### config.mk
export PLATFORM = sky130hd
export DESIGN_NAME = adcdc_ctrl
export DESIGN_NICKNAME = d
export VERILOG_FILES = /design/src/pkg/adcdc_pkg.sv /design/src/rtl/adcdc_ctrl.sv
export VERILOG_INCLUDE_DIRS = /design/src /design/src/pkg
export SDC_FILE = /design/constraint.sdc
export NUM_CORES = 1
export LEC_CHECK = 0
export BUFFER_PORTS_ARGS = -buffer_cell sky130_fd_sc_hd__buf_2
export CAP_MARGIN = 10
export CORE_MARGIN = 2
export CORE_UTILIZATION = 45
export DETAILED_ROUTE_END_ITERATION = 16
export PLACE_DENSITY = 0.74
export SLEW_MARGIN = 25
export SYNTH_ARGS = -nofsm -noshare
export SYNTH_HDL_FRONTEND = slang
export SYNTH_SLANG_ARGS = --single-unit
### constraint.sdc
create_clock -name pclk -period 12.8 [get_ports pclk]
set_input_delay 0.64 -clock pclk [delete_from_list [all_inputs] [get_ports pclk]]
set_output_delay 0.64 -clock pclk [all_outputs]
set_load 0.01 [all_outputs]
### src/pkg/adcdc_defs.svh
// register map, field positions and timing constants of the converter control block
`ifndef ADCDC_DEFS_SVH
`define ADCDC_DEFS_SVH
// register byte offsets
`define ADCDC_OFF_CTRL_ONE 8'h00
`define ADCDC_OFF_CTRL_TWO 8'h04
`define ADCDC_OFF_CTRL_THREE 8'h08
`define ADCDC_OFF_CHAN_SEL 8'h0c
`define ADCDC_OFF_PIN_CFG 8'h10
`define ADCDC_OFF_DMA_BUF 8'h14
`define ADCDC_OFF_IRQ_STATUS 8'h18
`define ADCDC_OFF_IRQ_ENABLE 8'h1c
`define ADCDC_OFF_IRQ_CLEAR 8'h20
`define ADCDC_OFF_RESULT 8'h24
`define ADCDC_OFF_STATUS 8'h28
// converter_control_one fields
`define ADCDC_C1_ON 15
`define ADCDC_C1_SIDL 13
`define ADCDC_C1_DMABM 12
`define ADCDC_C1_RES 10
`define ADCDC_C1_FORM 9:8
`define ADCDC_C1_SIMSAM 3
`define ADCDC_C1_ASAM 2
`define ADCDC_C1_SAMP 1
`define ADCDC_C1_DONE 0
`define ADCDC_C1_MASK 16'hb70f
`define ADCDC_C1_RESET 16'h0000
// converter_control_two fields
`define ADCDC_C2_VREF 15:13
`define ADCDC_C2_SHCNT 9:8
`define ADCDC_C2_RATE 5:2
`define ADCDC_C2_MASK 16'he33c
// converter_control_three fields
`define ADCDC_C3_SAMC 12:8
`define ADCDC_C3_CLK 7:0
`define ADCDC_C3_MASK 16'h1fff
// interrupt bits
`define ADCDC_IRQ_GROUP 0
`define ADCDC_IRQ_SEQ 1
// channel count and resolution figures
`define ADCDC_NUM_CHAN 5'd13
`define ADCDC_LAST_CHAN 4'hc
`define ADCDC_BITS10 5'd10
`define ADCDC_BITS12 5'd12
`define ADCDC_CONV_EXTRA 5'd2
// timing: clock rate and the documented peak throughputs
`define ADCDC_CLK_HZ 10000000
`define ADCDC_RATE10_SPS 1100000
`define ADCDC_RATE12_SPS 500000
`define ADCDC_MIN10_CYC ((`ADCDC_CLK_HZ + `ADCDC_RATE10_SPS - 1) / `ADCDC_RATE10_SPS)
`define ADCDC_MIN12_CYC ((`ADCDC_CLK_HZ + `ADCDC_RATE12_SPS - 1) / `ADCDC_RATE12_SPS)
`endif

### src/pkg/adcdc_pkg.sv
// types of the converter control block
package adcdc_pkg;
  typedef enum logic [1:0] {
    ADCDC_IDLE = 2'b00,
    ADCDC_SAMPLE = 2'b01,
    ADCDC_CONVERT = 2'b10,
    ADCDC_DELIVER = 2'b11
  } adcdc_state_type;

  typedef struct packed {
    adcdc_state_type st;
    logic [15:0] c1;
    logic [15:0] c2;
    logic [15:0] c3;
    logic [3:0] chsel;
    logic [12:0] pcfg;
    logic [7:0] bufsz;
    logic [1:0] ist;
    logic [1:0] ien;
    logic [15:0] cnt;
    logic [1:0] sh_idx;
    logic [3:0] seq_cnt;
    logic [3:0] wptr;
    logic [7:0] slot;
    logic [15:0] res_data;
    logic [3:0] res_ch;
    logic dma_valid;
    logic [15:0] dma_addr;
    logic dma_req;
    logic [31:0] prdata;
  } adcdc_regs_type;
endpackage

### src/rtl/adcdc_ctrl.sv
// converter mode, sequencing, interrupt and dma address control with apb registers
`timescale 1ns/1ps
`default_nettype none
`include "adcdc_defs.svh"

// Functional notes
// - resolution bit: 10-bit four S/H default, 12-bit single
// - channel select covers inputs zero through twelve
// - 10-bit conversions paced to 1.1 Msps
// - 10-bit mode samples up to four inputs together
// - 12-bit: 500 ksps, one S/H, no simultaneous
// - keeps converting during cpu sleep, and during idle unless stop-in-idle is set
// - dma request each time group flag sets
// - increment-rate field sets sequences per dma step
// - build-mode set: addresses in conversion order
// - build-mode clear: address from channel and size
module adcdc_ctrl
  import adcdc_pkg::*;
(
  // clock and reset
  input wire logic pclk,
  input wire logic presetn,
  // apb slave
  input wire logic psel,
  input wire logic penable,
  input wire logic pwrite,
  input wire logic [7:0] paddr,
  input wire logic [31:0] pwdata,
  output logic [31:0] prdata,
  output logic pready,
  output logic pslverr,
  // analog front end
  output logic [12:0] analog_enable,
  output logic [3:0] analog_select,
  output logic [3:0] sample_hold,
  output logic [2:0] vref_select,
  input wire logic [11:0] sar_data,
  // power state of the cpu
  input wire logic cpu_idle,
  // dma channel
  output logic dma_valid,
  output logic [15:0] dma_addr,
  output logic [15:0] dma_data,
  output logic [3:0] dma_chan,
  input wire logic dma_ready,
  output logic dma_req,
  // interrupt
  output logic irq
);

  adcdc_regs_type q, n;
  logic twelve;
  logic [2:0] nsh;
  logic [15:0] conv_cyc;
  logic [15:0] samp_cyc;
  logic wr_en;

  // =========================================================
  // helpers
  function automatic logic [2:0] sh_count(input logic is12, input logic [1:0] fld);
    if (is12)
      return 3'h1;
    else if (fld == 2'h0)
      return 3'h1;
    else if (fld == 2'h1)
      return 3'h2;
    else
      return 3'h4;
  endfunction

  function automatic logic [3:0] chan_of(input logic [3:0] base, input logic [1:0] idx);
    logic [4:0] s;
    s = {1'b0, base} + {3'h0, idx};
    if (s >= `ADCDC_NUM_CHAN)
      s = s - `ADCDC_NUM_CHAN;
    if (s > {1'b0, `ADCDC_LAST_CHAN})
      s = {1'b0, `ADCDC_LAST_CHAN};
    return s[3:0];
  endfunction

  // integer, signed integer, fraction, signed fraction
  function automatic logic [15:0] fmt(input logic [11:0] raw, input logic is12, input logic [1:0] form);
    logic [15:0] v;
    v = is12 ? {4'h0, raw} : {6'h00, raw[9:0]};
    if (form[0])
      v = is12 ? {{5{~raw[11]}}, raw[10:0]} : {{7{~raw[9]}}, raw[8:0]};
    if (form[1])
      v = is12 ? {raw, 4'h0} : {raw[9:0], 6'h00};
    if (form == 2'h3)
      v = is12 ? {~raw[11], raw[10:0], 4'h0} : {~raw[9], raw[8:0], 6'h00};
    return v;
  endfunction

  function automatic logic is_off(input logic [7:0] a, input logic [7:0] off);
    return a == off;
  endfunction

  // =========================================================
  // mode decode
  assign twelve = q.c1[`ADCDC_C1_RES];
  assign nsh = sh_count(twelve, q.c2[`ADCDC_C2_SHCNT]);
  assign samp_cyc = 16'(({1'b0, q.c3[`ADCDC_C3_SAMC]} + 6'h01) * ({1'b0, q.c3[`ADCDC_C3_CLK]} + 9'h001));

  // conversion length is the slower of the tad count and the throughput ceiling
  always_comb
  begin
    conv_cyc = 16'(((twelve ? `ADCDC_BITS12 : `ADCDC_BITS10) + `ADCDC_CONV_EXTRA)
      * ({1'b0, q.c3[`ADCDC_C3_CLK]} + 9'h001));
    if (twelve && conv_cyc < 16'(`ADCDC_MIN12_CYC))
      conv_cyc = 16'(`ADCDC_MIN12_CYC);
    if (!twelve && conv_cyc < 16'(`ADCDC_MIN10_CYC))
      conv_cyc = 16'(`ADCDC_MIN10_CYC);
  end

  assign wr_en = psel && penable && pwrite;

  // =========================================================
  // next state
  always_comb
  begin
    n = q;
    n.dma_req = 1'b0;
    if (psel && !penable)
    begin
      n.prdata = 32'h0000_0000;
      if (is_off(paddr, `ADCDC_OFF_CTRL_ONE))
        n.prdata = {16'h0000, q.c1};
      else if (is_off(paddr, `ADCDC_OFF_CTRL_TWO))
        n.prdata = {16'h0000, q.c2};
      else if (is_off(paddr, `ADCDC_OFF_CTRL_THREE))
        n.prdata = {16'h0000, q.c3};
      else if (is_off(paddr, `ADCDC_OFF_CHAN_SEL))
        n.prdata = {28'h0000000, q.chsel};
      else if (is_off(paddr, `ADCDC_OFF_PIN_CFG))
        n.prdata = {19'h00000, q.pcfg};
      else if (is_off(paddr, `ADCDC_OFF_DMA_BUF))
        n.prdata = {24'h000000, q.bufsz};
      else if (is_off(paddr, `ADCDC_OFF_IRQ_STATUS))
        n.prdata = {30'h00000000, q.ist};
      else if (is_off(paddr, `ADCDC_OFF_IRQ_ENABLE))
        n.prdata = {30'h00000000, q.ien};
      else if (is_off(paddr, `ADCDC_OFF_RESULT))
        n.prdata = {12'h000, q.res_ch, q.res_data};
      else if (is_off(paddr, `ADCDC_OFF_STATUS))
        n.prdata = {22'h000000, q.wptr, q.seq_cnt, q.st};
    end
    if (wr_en)
    begin
      if (is_off(paddr, `ADCDC_OFF_CTRL_ONE))
      begin
        n.c1 = pwdata[15:0] & `ADCDC_C1_MASK;
        // done is read/clear: software may only clear it
        n.c1[`ADCDC_C1_DONE] = q.c1[`ADCDC_C1_DONE] & pwdata[`ADCDC_C1_DONE];
      end
      else if (is_off(paddr, `ADCDC_OFF_CTRL_TWO))
        n.c2 = pwdata[15:0] & `ADCDC_C2_MASK;
      else if (is_off(paddr, `ADCDC_OFF_CTRL_THREE))
        n.c3 = pwdata[15:0] & `ADCDC_C3_MASK;
      else if (is_off(paddr, `ADCDC_OFF_CHAN_SEL))
        n.chsel = (pwdata[3:0] > `ADCDC_LAST_CHAN) ? `ADCDC_LAST_CHAN : pwdata[3:0];
      else if (is_off(paddr, `ADCDC_OFF_PIN_CFG))
        n.pcfg = pwdata[12:0];
      else if (is_off(paddr, `ADCDC_OFF_DMA_BUF))
        n.bufsz = pwdata[7:0];
      else if (is_off(paddr, `ADCDC_OFF_IRQ_ENABLE))
        n.ien = pwdata[1:0];
      else if (is_off(paddr, `ADCDC_OFF_IRQ_CLEAR))
        n.ist = q.ist & ~pwdata[1:0];
    end
    // sequencer runs after the bus so a hardware set wins over a same-cycle clear
    if (!q.c1[`ADCDC_C1_ON])
    begin
      n.st = ADCDC_IDLE;
      n.dma_valid = 1'b0;
      n.seq_cnt = 4'h0;
      n.cnt = 16'h0000;
    end
    else if (q.c1[`ADCDC_C1_SIDL] && cpu_idle)
    begin
      // stop-in-idle freezes the sequence; otherwise idle and sleep do not matter
      n.st = q.st;
    end
    else
    begin
      unique case (q.st)
        ADCDC_IDLE:
        begin
          if (q.c1[`ADCDC_C1_SAMP] || q.c1[`ADCDC_C1_ASAM])
          begin
            n.st = ADCDC_SAMPLE;
            n.sh_idx = 2'h0;
            n.cnt = samp_cyc - 16'h0001;
          end
        end
        ADCDC_SAMPLE:
        begin
          if (q.cnt == 16'h0000)
          begin
            n.st = ADCDC_CONVERT;
            n.cnt = conv_cyc - 16'h0001;
            n.c1[`ADCDC_C1_SAMP] = 1'b0;
          end
          else
            n.cnt = q.cnt - 16'h0001;
        end
        ADCDC_CONVERT:
        begin
          if (q.cnt == 16'h0000)
          begin
            n.st = ADCDC_DELIVER;
            n.res_data = fmt(sar_data, twelve, q.c1[`ADCDC_C1_FORM]);
            n.res_ch = chan_of(q.chsel, q.sh_idx);
            n.dma_valid = 1'b1;
            if (q.c1[`ADCDC_C1_DMABM])
              n.dma_addr = {12'h000, q.wptr};
            else
              n.dma_addr = 16'({4'h0, chan_of(q.chsel, q.sh_idx)} * q.bufsz) + {8'h00, q.slot};
          end
          else
            n.cnt = q.cnt - 16'h0001;
        end
        ADCDC_DELIVER:
        begin
          if (dma_ready)
          begin
            n.dma_valid = 1'b0;
            n.wptr = q.wptr + 4'h1;
            if ({1'b0, q.sh_idx} == nsh - 3'h1)
            begin
              n.st = ADCDC_IDLE;
              n.c1[`ADCDC_C1_DONE] = 1'b1;
              n.ist[`ADCDC_IRQ_SEQ] = 1'b1;
              n.seq_cnt = q.seq_cnt + 4'h1;
              if (q.seq_cnt == q.c2[`ADCDC_C2_RATE])
              begin
                n.seq_cnt = 4'h0;
                n.ist[`ADCDC_IRQ_GROUP] = 1'b1;
                n.dma_req = 1'b1;
                n.slot = ({1'b0, q.slot} + 9'h001 >= {1'b0, q.bufsz}) ? 8'h00 : q.slot + 8'h01;
              end
            end
            else
            begin
              n.sh_idx = q.sh_idx + 2'h1;
              // without simultaneous sampling each holder samples just before its conversion
              if (q.c1[`ADCDC_C1_SIMSAM] && !twelve)
              begin
                n.st = ADCDC_CONVERT;
                n.cnt = conv_cyc - 16'h0001;
              end
              else
              begin
                n.st = ADCDC_SAMPLE;
                n.cnt = samp_cyc - 16'h0001;
              end
            end
          end
        end
      endcase
    end
  end

  always_ff @(posedge pclk or negedge presetn)
  begin
    if (!presetn)
      q <= '{st: ADCDC_IDLE, c1: `ADCDC_C1_RESET, default: '0};
    else
      q <= n;
  end

  // =========================================================
  // outputs
  assign prdata = q.prdata;
  assign pready = psel && penable;
  assign pslverr = 1'b0;
  assign analog_enable = q.pcfg;
  assign analog_select = chan_of(q.chsel, q.sh_idx);
  assign vref_select = q.c2[`ADCDC_C2_VREF];
  assign dma_valid = q.dma_valid;
  assign dma_addr = q.dma_addr;
  assign dma_data = q.res_data;
  assign dma_chan = q.res_ch;
  assign dma_req = q.dma_req;
  assign irq = |(q.ist & q.ien);

  always_comb
  begin
    sample_hold = 4'h0;
    if (q.st == ADCDC_SAMPLE)
    begin
      if (q.c1[`ADCDC_C1_SIMSAM] && !twelve)
        sample_hold = (nsh == 3'h4) ? 4'hf : ((nsh == 3'h2) ? 4'h3 : 4'h1);
      else
        sample_hold = 4'(4'h1 << q.sh_idx);
    end
  end

  // =========================================================
  // checks
  logic [15:0] conv_len;
  always_ff @(posedge pclk or negedge presetn)
  begin
    if (!presetn)
      conv_len <= 16'h0000;
    else if (q.st == ADCDC_CONVERT)
      conv_len <= conv_len + 16'h0001;
    else
      conv_len <= 16'h0000;
  end

  a_rate_ten: assert property (@(posedge pclk) disable iff (!presetn)
    (q.st == ADCDC_CONVERT && n.st == ADCDC_DELIVER && !twelve) |-> conv_len + 16'h0001 >= 16'(`ADCDC_MIN10_CYC))
    else $error("10-bit conversion shorter than throughput limit");
  a_rate_twelve: assert property (@(posedge pclk) disable iff (!presetn)
    (q.st == ADCDC_CONVERT && n.st == ADCDC_DELIVER && twelve) |-> conv_len + 16'h0001 >= 16'(`ADCDC_MIN12_CYC))
    else $error("12-bit conversion shorter than throughput limit");
  a_single_holder: assert property (@(posedge pclk) disable iff (!presetn)
    (twelve && q.st != ADCDC_IDLE) |-> q.sh_idx == 2'h0 && !sample_hold[1] && !sample_hold[3])
    else $error("second sample/hold used in 12-bit mode");
  a_four_together: assert property (@(posedge pclk) disable iff (!presetn)
    (q.st == ADCDC_SAMPLE && !twelve && q.c1[`ADCDC_C1_SIMSAM] && q.c2[`ADCDC_C2_SHCNT] >= 2'h2) |-> sample_hold == 4'hf)
    else $error("simultaneous sampling missed a holder");
  a_chan_range: assert property (@(posedge pclk) disable iff (!presetn)
    analog_select <= `ADCDC_LAST_CHAN)
    else $error("channel select beyond last input");
  a_flag_dma: assert property (@(posedge pclk) disable iff (!presetn)
    dma_req |-> q.ist[`ADCDC_IRQ_GROUP] && $past(q.seq_cnt) == $past(q.c2[`ADCDC_C2_RATE]))
    else $error("dma request without group flag");
  a_group_size: assert property (@(posedge pclk) disable iff (!presetn)
    $rose(q.ist[`ADCDC_IRQ_GROUP]) |-> $past(q.seq_cnt) == $past(q.c2[`ADCDC_C2_RATE]) && q.seq_cnt == 4'h0)
    else $error("group flag set off the increment rate");
  a_flag_held: assert property (@(posedge pclk) disable iff (!presetn)
    (q.ist[`ADCDC_IRQ_GROUP] && !(wr_en && paddr == `ADCDC_OFF_IRQ_CLEAR && pwdata[0])) |=> q.ist[`ADCDC_IRQ_GROUP])
    else $error("group flag dropped without clear");
  a_order_addr: assert property (@(posedge pclk) disable iff (!presetn)
    $rose(dma_valid) && q.c1[`ADCDC_C1_DMABM] |-> dma_addr == {12'h000, q.wptr})
    else $error("conversion-order address wrong");
  a_scatter_addr: assert property (@(posedge pclk) disable iff (!presetn)
    $rose(dma_valid) && !q.c1[`ADCDC_C1_DMABM] |-> dma_addr == 16'({4'h0, dma_chan} * q.bufsz) + {8'h00, q.slot})
    else $error("scatter/gather address wrong");
  a_idle_runs: assert property (@(posedge pclk) disable iff (!presetn)
    (cpu_idle && !wr_en && !q.c1[`ADCDC_C1_SIDL] && q.c1[`ADCDC_C1_ON] && q.st == ADCDC_SAMPLE && q.cnt != 16'h0000)
    |=> q.cnt == $past(q.cnt) - 16'h0001)
    else $error("sampling stalled in cpu idle");
  c_group_done: cover property (@(posedge pclk) disable iff (!presetn) dma_req);
  c_sim_four: cover property (@(posedge pclk) disable iff (!presetn) sample_hold == 4'hf);
  c_twelve_conv: cover property (@(posedge pclk) disable iff (!presetn) twelve && $rose(dma_valid));
  c_dma_stall: cover property (@(posedge pclk) disable iff (!presetn) dma_valid && !dma_ready ##1 dma_valid);
endmodule
`default_nettype wire

==> summary.md <==
| Metric | Value |
|---|---|
| Complex-gate fraction of the synthesized area | `16.0%` |
| DR top layer | `met5` |
| Worst R2R End | `q[101]` |
| Root Buffer Master | `clkbuf_16` |
| Seq. cell area | `roughly 3800 µm²` |
| CP delay by family, top | `compound AO/OA/AOI/OAI gates` |
| Full die area | `roughly 31,000 µm²` |
| R2R depth | `20` |
| Worst hold path type | `in -> async` |
| WP data required | `13,130 ps` |
| Endpoints failing hold | `0` |
| Post-DP Area | `13,800 µm²` |
| Largest family of logic cells by synthesized area | `adder cells` |
| Via count | `between 10,000 and 15,000` |
| GRT Overall Usage | `23.1%` |
| Fraction of synthesized cell area in xor and xnor cells | `3.93%` |
| Count of cell types in the netlist | `87` |
| Adder-cell share of the synthesized area | `19.7%` |
| Critical path class | `reg -> reg` |
| Antenna violations before repair | `1` |
| Final setup margin | `5620 ps` |
| Skew final | `10.6 ps` |
| Hold buffer count at CTS | `0` |
| Flops & latches, synth | `152` |
| Die Wd | `176 µm` |
| Area occupied by multi-input gates | `8400 µm²` |
| Routed Antenna Nets | `0` |
| Flop-to-flop setup slack | `5620 ps` |
| Gpl congestion | `0.909` |
| Yosys top cell by area | `dfrtp_1` |
| Last element of the critical path | `q[101]` |
| Most frequent cells in the layout | `nand2_1 (179), dfrtp_1 (152), buf_2 (122), ha_1 (121), inv_1 (105)` |
| Peak VDD IR | `0.0000911 V` |
| Synthesized area per cell | `9.25 µm²` |
| Outcome | `finished, final reports clean` |
| Met3 wire length | `2170 µm` |
| Max_slew headroom | `32.1%` |
| Dpl ws | `roughly 5800 ps` |
| Critical Path End Type | `flop` |
| Met2 WL | `around 18,000 µm` |
| Iter 0 DRT Violations | `1,021` |
| Area delta synth->final | `7.96%` |
| Wire length on met1 | `14,800 µm` |
| Main synth FF type | `dfrtp_1` |
| Critical path cell sequence | `and3_1 > nand3_1 > nor2_1 > xor2_1 > ha_1 > fa_1 > ha_1 > ha_1 > a2111oi_0 > a21oi_1 > xnor2_1 > o211ai_2 > o41ai_1 > and2_1 > ha_1 > nor3b_1 > nand3_1 > o21ai_0 > o22ai_1 > a221o_1` |
| Final Cell Area | `14,400 µm²` |
| Die height | `176 µm` |
| WP depth | `20` |
| Clk buf depth | `2` |
| WL/cell | `18.9 µm` |
| FF-to-FF Start | `q[133]` |
| P_leak | `7.24 nW` |
| DP Wirelength | `27,300 µm` |
| Num Clock Sinks | `152` |
| Worst Max-Slew Pin Slew | `1010 ps` |
| CP Max Fanout | `12` |
| Slowest-stage cell, CP | `dfrtp_1` |
| Nets | `between 1,500 and 2,000` |
| Count of input and output buffers | `around 120` |
| Largest net degree at the start of global routing | `88` |
| Max-cap violations | `0` |
| CP dominant cell by count | `ha_1` |
| Starting density of the core | `45.4%` |
| Ys async rst share | `100%` |
| Syn. warnings | `0` |
| Share of the synthesized area in the top cell type | `28.4%` |
| Commonest non-fill, non-tap cell in the layout | `nand2_1` |
| CTS resizes | `0` |
| Slew Limit Fails | `0` |
| Setup Buffers After CTS | `0` |
| Drt drc | `0` |
| Global-route wire length before repair | `56,600 µm` |
| Layout cells sized above 1 | `17.4%` |
| Period utilization | `56.1%` |
| WP buf/inv | `0` |
| DRT Pass-1 Iters | `5` |
| Clock latency on the worst-skew pair | `approximately 440 ps` |
| Setup TNS | `0 ps` |
| CTS clk-pin slew, worst paths | `~70 ps` |
| Worst EP arrival | `7510 ps` |
| Filler cell count | `2,753` |
| Simple-gate share of the synthesized area | `roughly 16%` |
| Cell area power density | `approximately 80 nW/µm²` |
| Vias in the first global route | `10,777` |
| Sequential area share after synthesis | `28.4%` |
| Dominant cells by area after synthesis | `dfrtp_1 (28%), ha_1 (11%), fa_1 (8.4%)` |
| Avg Vias per Cell | `between 5 and 6` |
| Delay of the slowest critical-path stage | `730 ps` |
| Setup crit start kind | `flop` |
| Inserted Clock Buffers | `17` |
| Grt ovf | `0` |
| Syn Std Cell Area | `13,400 µm²` |
| I/O pins | `between 150 and 200` |
| Peak Freq | `0.139 GHz` |
| Post-synthesis mux area share | `7.04%` |
| Drt total wl | `35,600 µm` |
| Mapped Cells | `1,447` |
| Setup violations, final | `0` |
| RSZ-0062 raised after global routing | `false` |
| CTS tree | `done` |
| Min Tclk post-route | `roughly 7200 ps` |
| Critical path origin | `q[133]` |
| Row cnt | `63` |
| Htree depth | `4` |
| Core area | `29,500 µm²` |
| Post-synth EDFFs | `0` |
cell usage after synthesis (11+ instances only):
cell,number
mux2_2,65
xnor2_1,34
nand2_1,179
mux2i_1,12
o21ai_0,68
nand4_1,17
a21oi_1,48
nor2_1,63
dfrtp_1,152
a211oi_1,11
a21o_1,23
nand3_1,31
fa_1,56
and2_1,31
clkbuf_1,33
nor2b_1,13
ha_1,121
o31ai_1,13
buf_4,87
a22o_1,12
xor2_1,26
a22oi_1,16
nor3_1,28
o21a_1,11
nand2b_1,13
inv_1,105
how the worst min path moves through the flow:
stage / to / from
3_5_place_dp: dma_addr[8] / dma_addr[8]
6_report: dma_addr[11] / presetn
2_1_floorplan: analog_enable[0] / presetn
4_1_cts: dma_addr[11] / presetn
3_3_place_gp: dma_addr[10] / dma_addr[10]
5_1_grt: dma_addr[11] / presetn
registers in the layout, indices dropped and copies added, names as in the netlist:
name,flops
analog_enable,13
vref_select,3
dma_valid,1
q,81
prdata,20
dma_addr,13
dma_chan,4
dma_data,16
dma_req,1
power by group:
group / total, mW / internal [mW] / switching, mW
combinational: 0.155 / 0.0574 / 0.0979
sequential: 0.491 / 0.484 / 0.00724
clock: 0.535 / 0.284 / 0.251
final cells by class:
cell class                 count  share of cell area (%)
tap                          390                    3.38
clock inverter                15                    1.39
antenna                        1                  0.0173
clock buffer                  17                    2.95
multi-input combinational   1071                    58.2
sequential                   152                    26.3
inverter                     108                    2.81
timing repair buffer         135                    4.93
worst register-to-register path, cell delays in order, from the launching register on:
cell,delay (ps)
dfrtp_1,730
and3_1,240
nand3_1,110
nor2_1,170
xor2_1,660
ha_1,380
fa_1,480
ha_1,310
ha_1,400
a2111oi_0,480
a21oi_1,150
xnor2_1,320
o211ai_2,290
o41ai_1,520
and2_1,200
ha_1,230
nor3b_1,440
nand3_1,210
o21ai_0,290
o22ai_1,130
a221o_1,340
kinds of logic after synthesis:
group / after synthesis
simple gates: 433
mux: 82
xor+xnor: 60
fa+ha+maj: 177
compound gates: 303
flops: 152
other cells: 1
buf+inv: 239
per-layer routing:
layer	global-route usage, %	vias up
met3	3.36	77
met1	30.0	5482
met4	7.85	2
met5	0	-
met2	39.3	431
li1	-	5079
metrics by stage:
step	utilization, %	hold WS [ps]	instances	total power [mW]
after floorplan	-	344	1462	0.602
after global placement	46.8	450	1856	0.650
after detailed placement	46.9	462	1856	0.654
after CTS	49.0	294	1888	1.18
after global routing	49.0	323	1888	1.22
final	49.0	258	1889	1.18
Note: power is estimated with default switching activity, not from simulation.
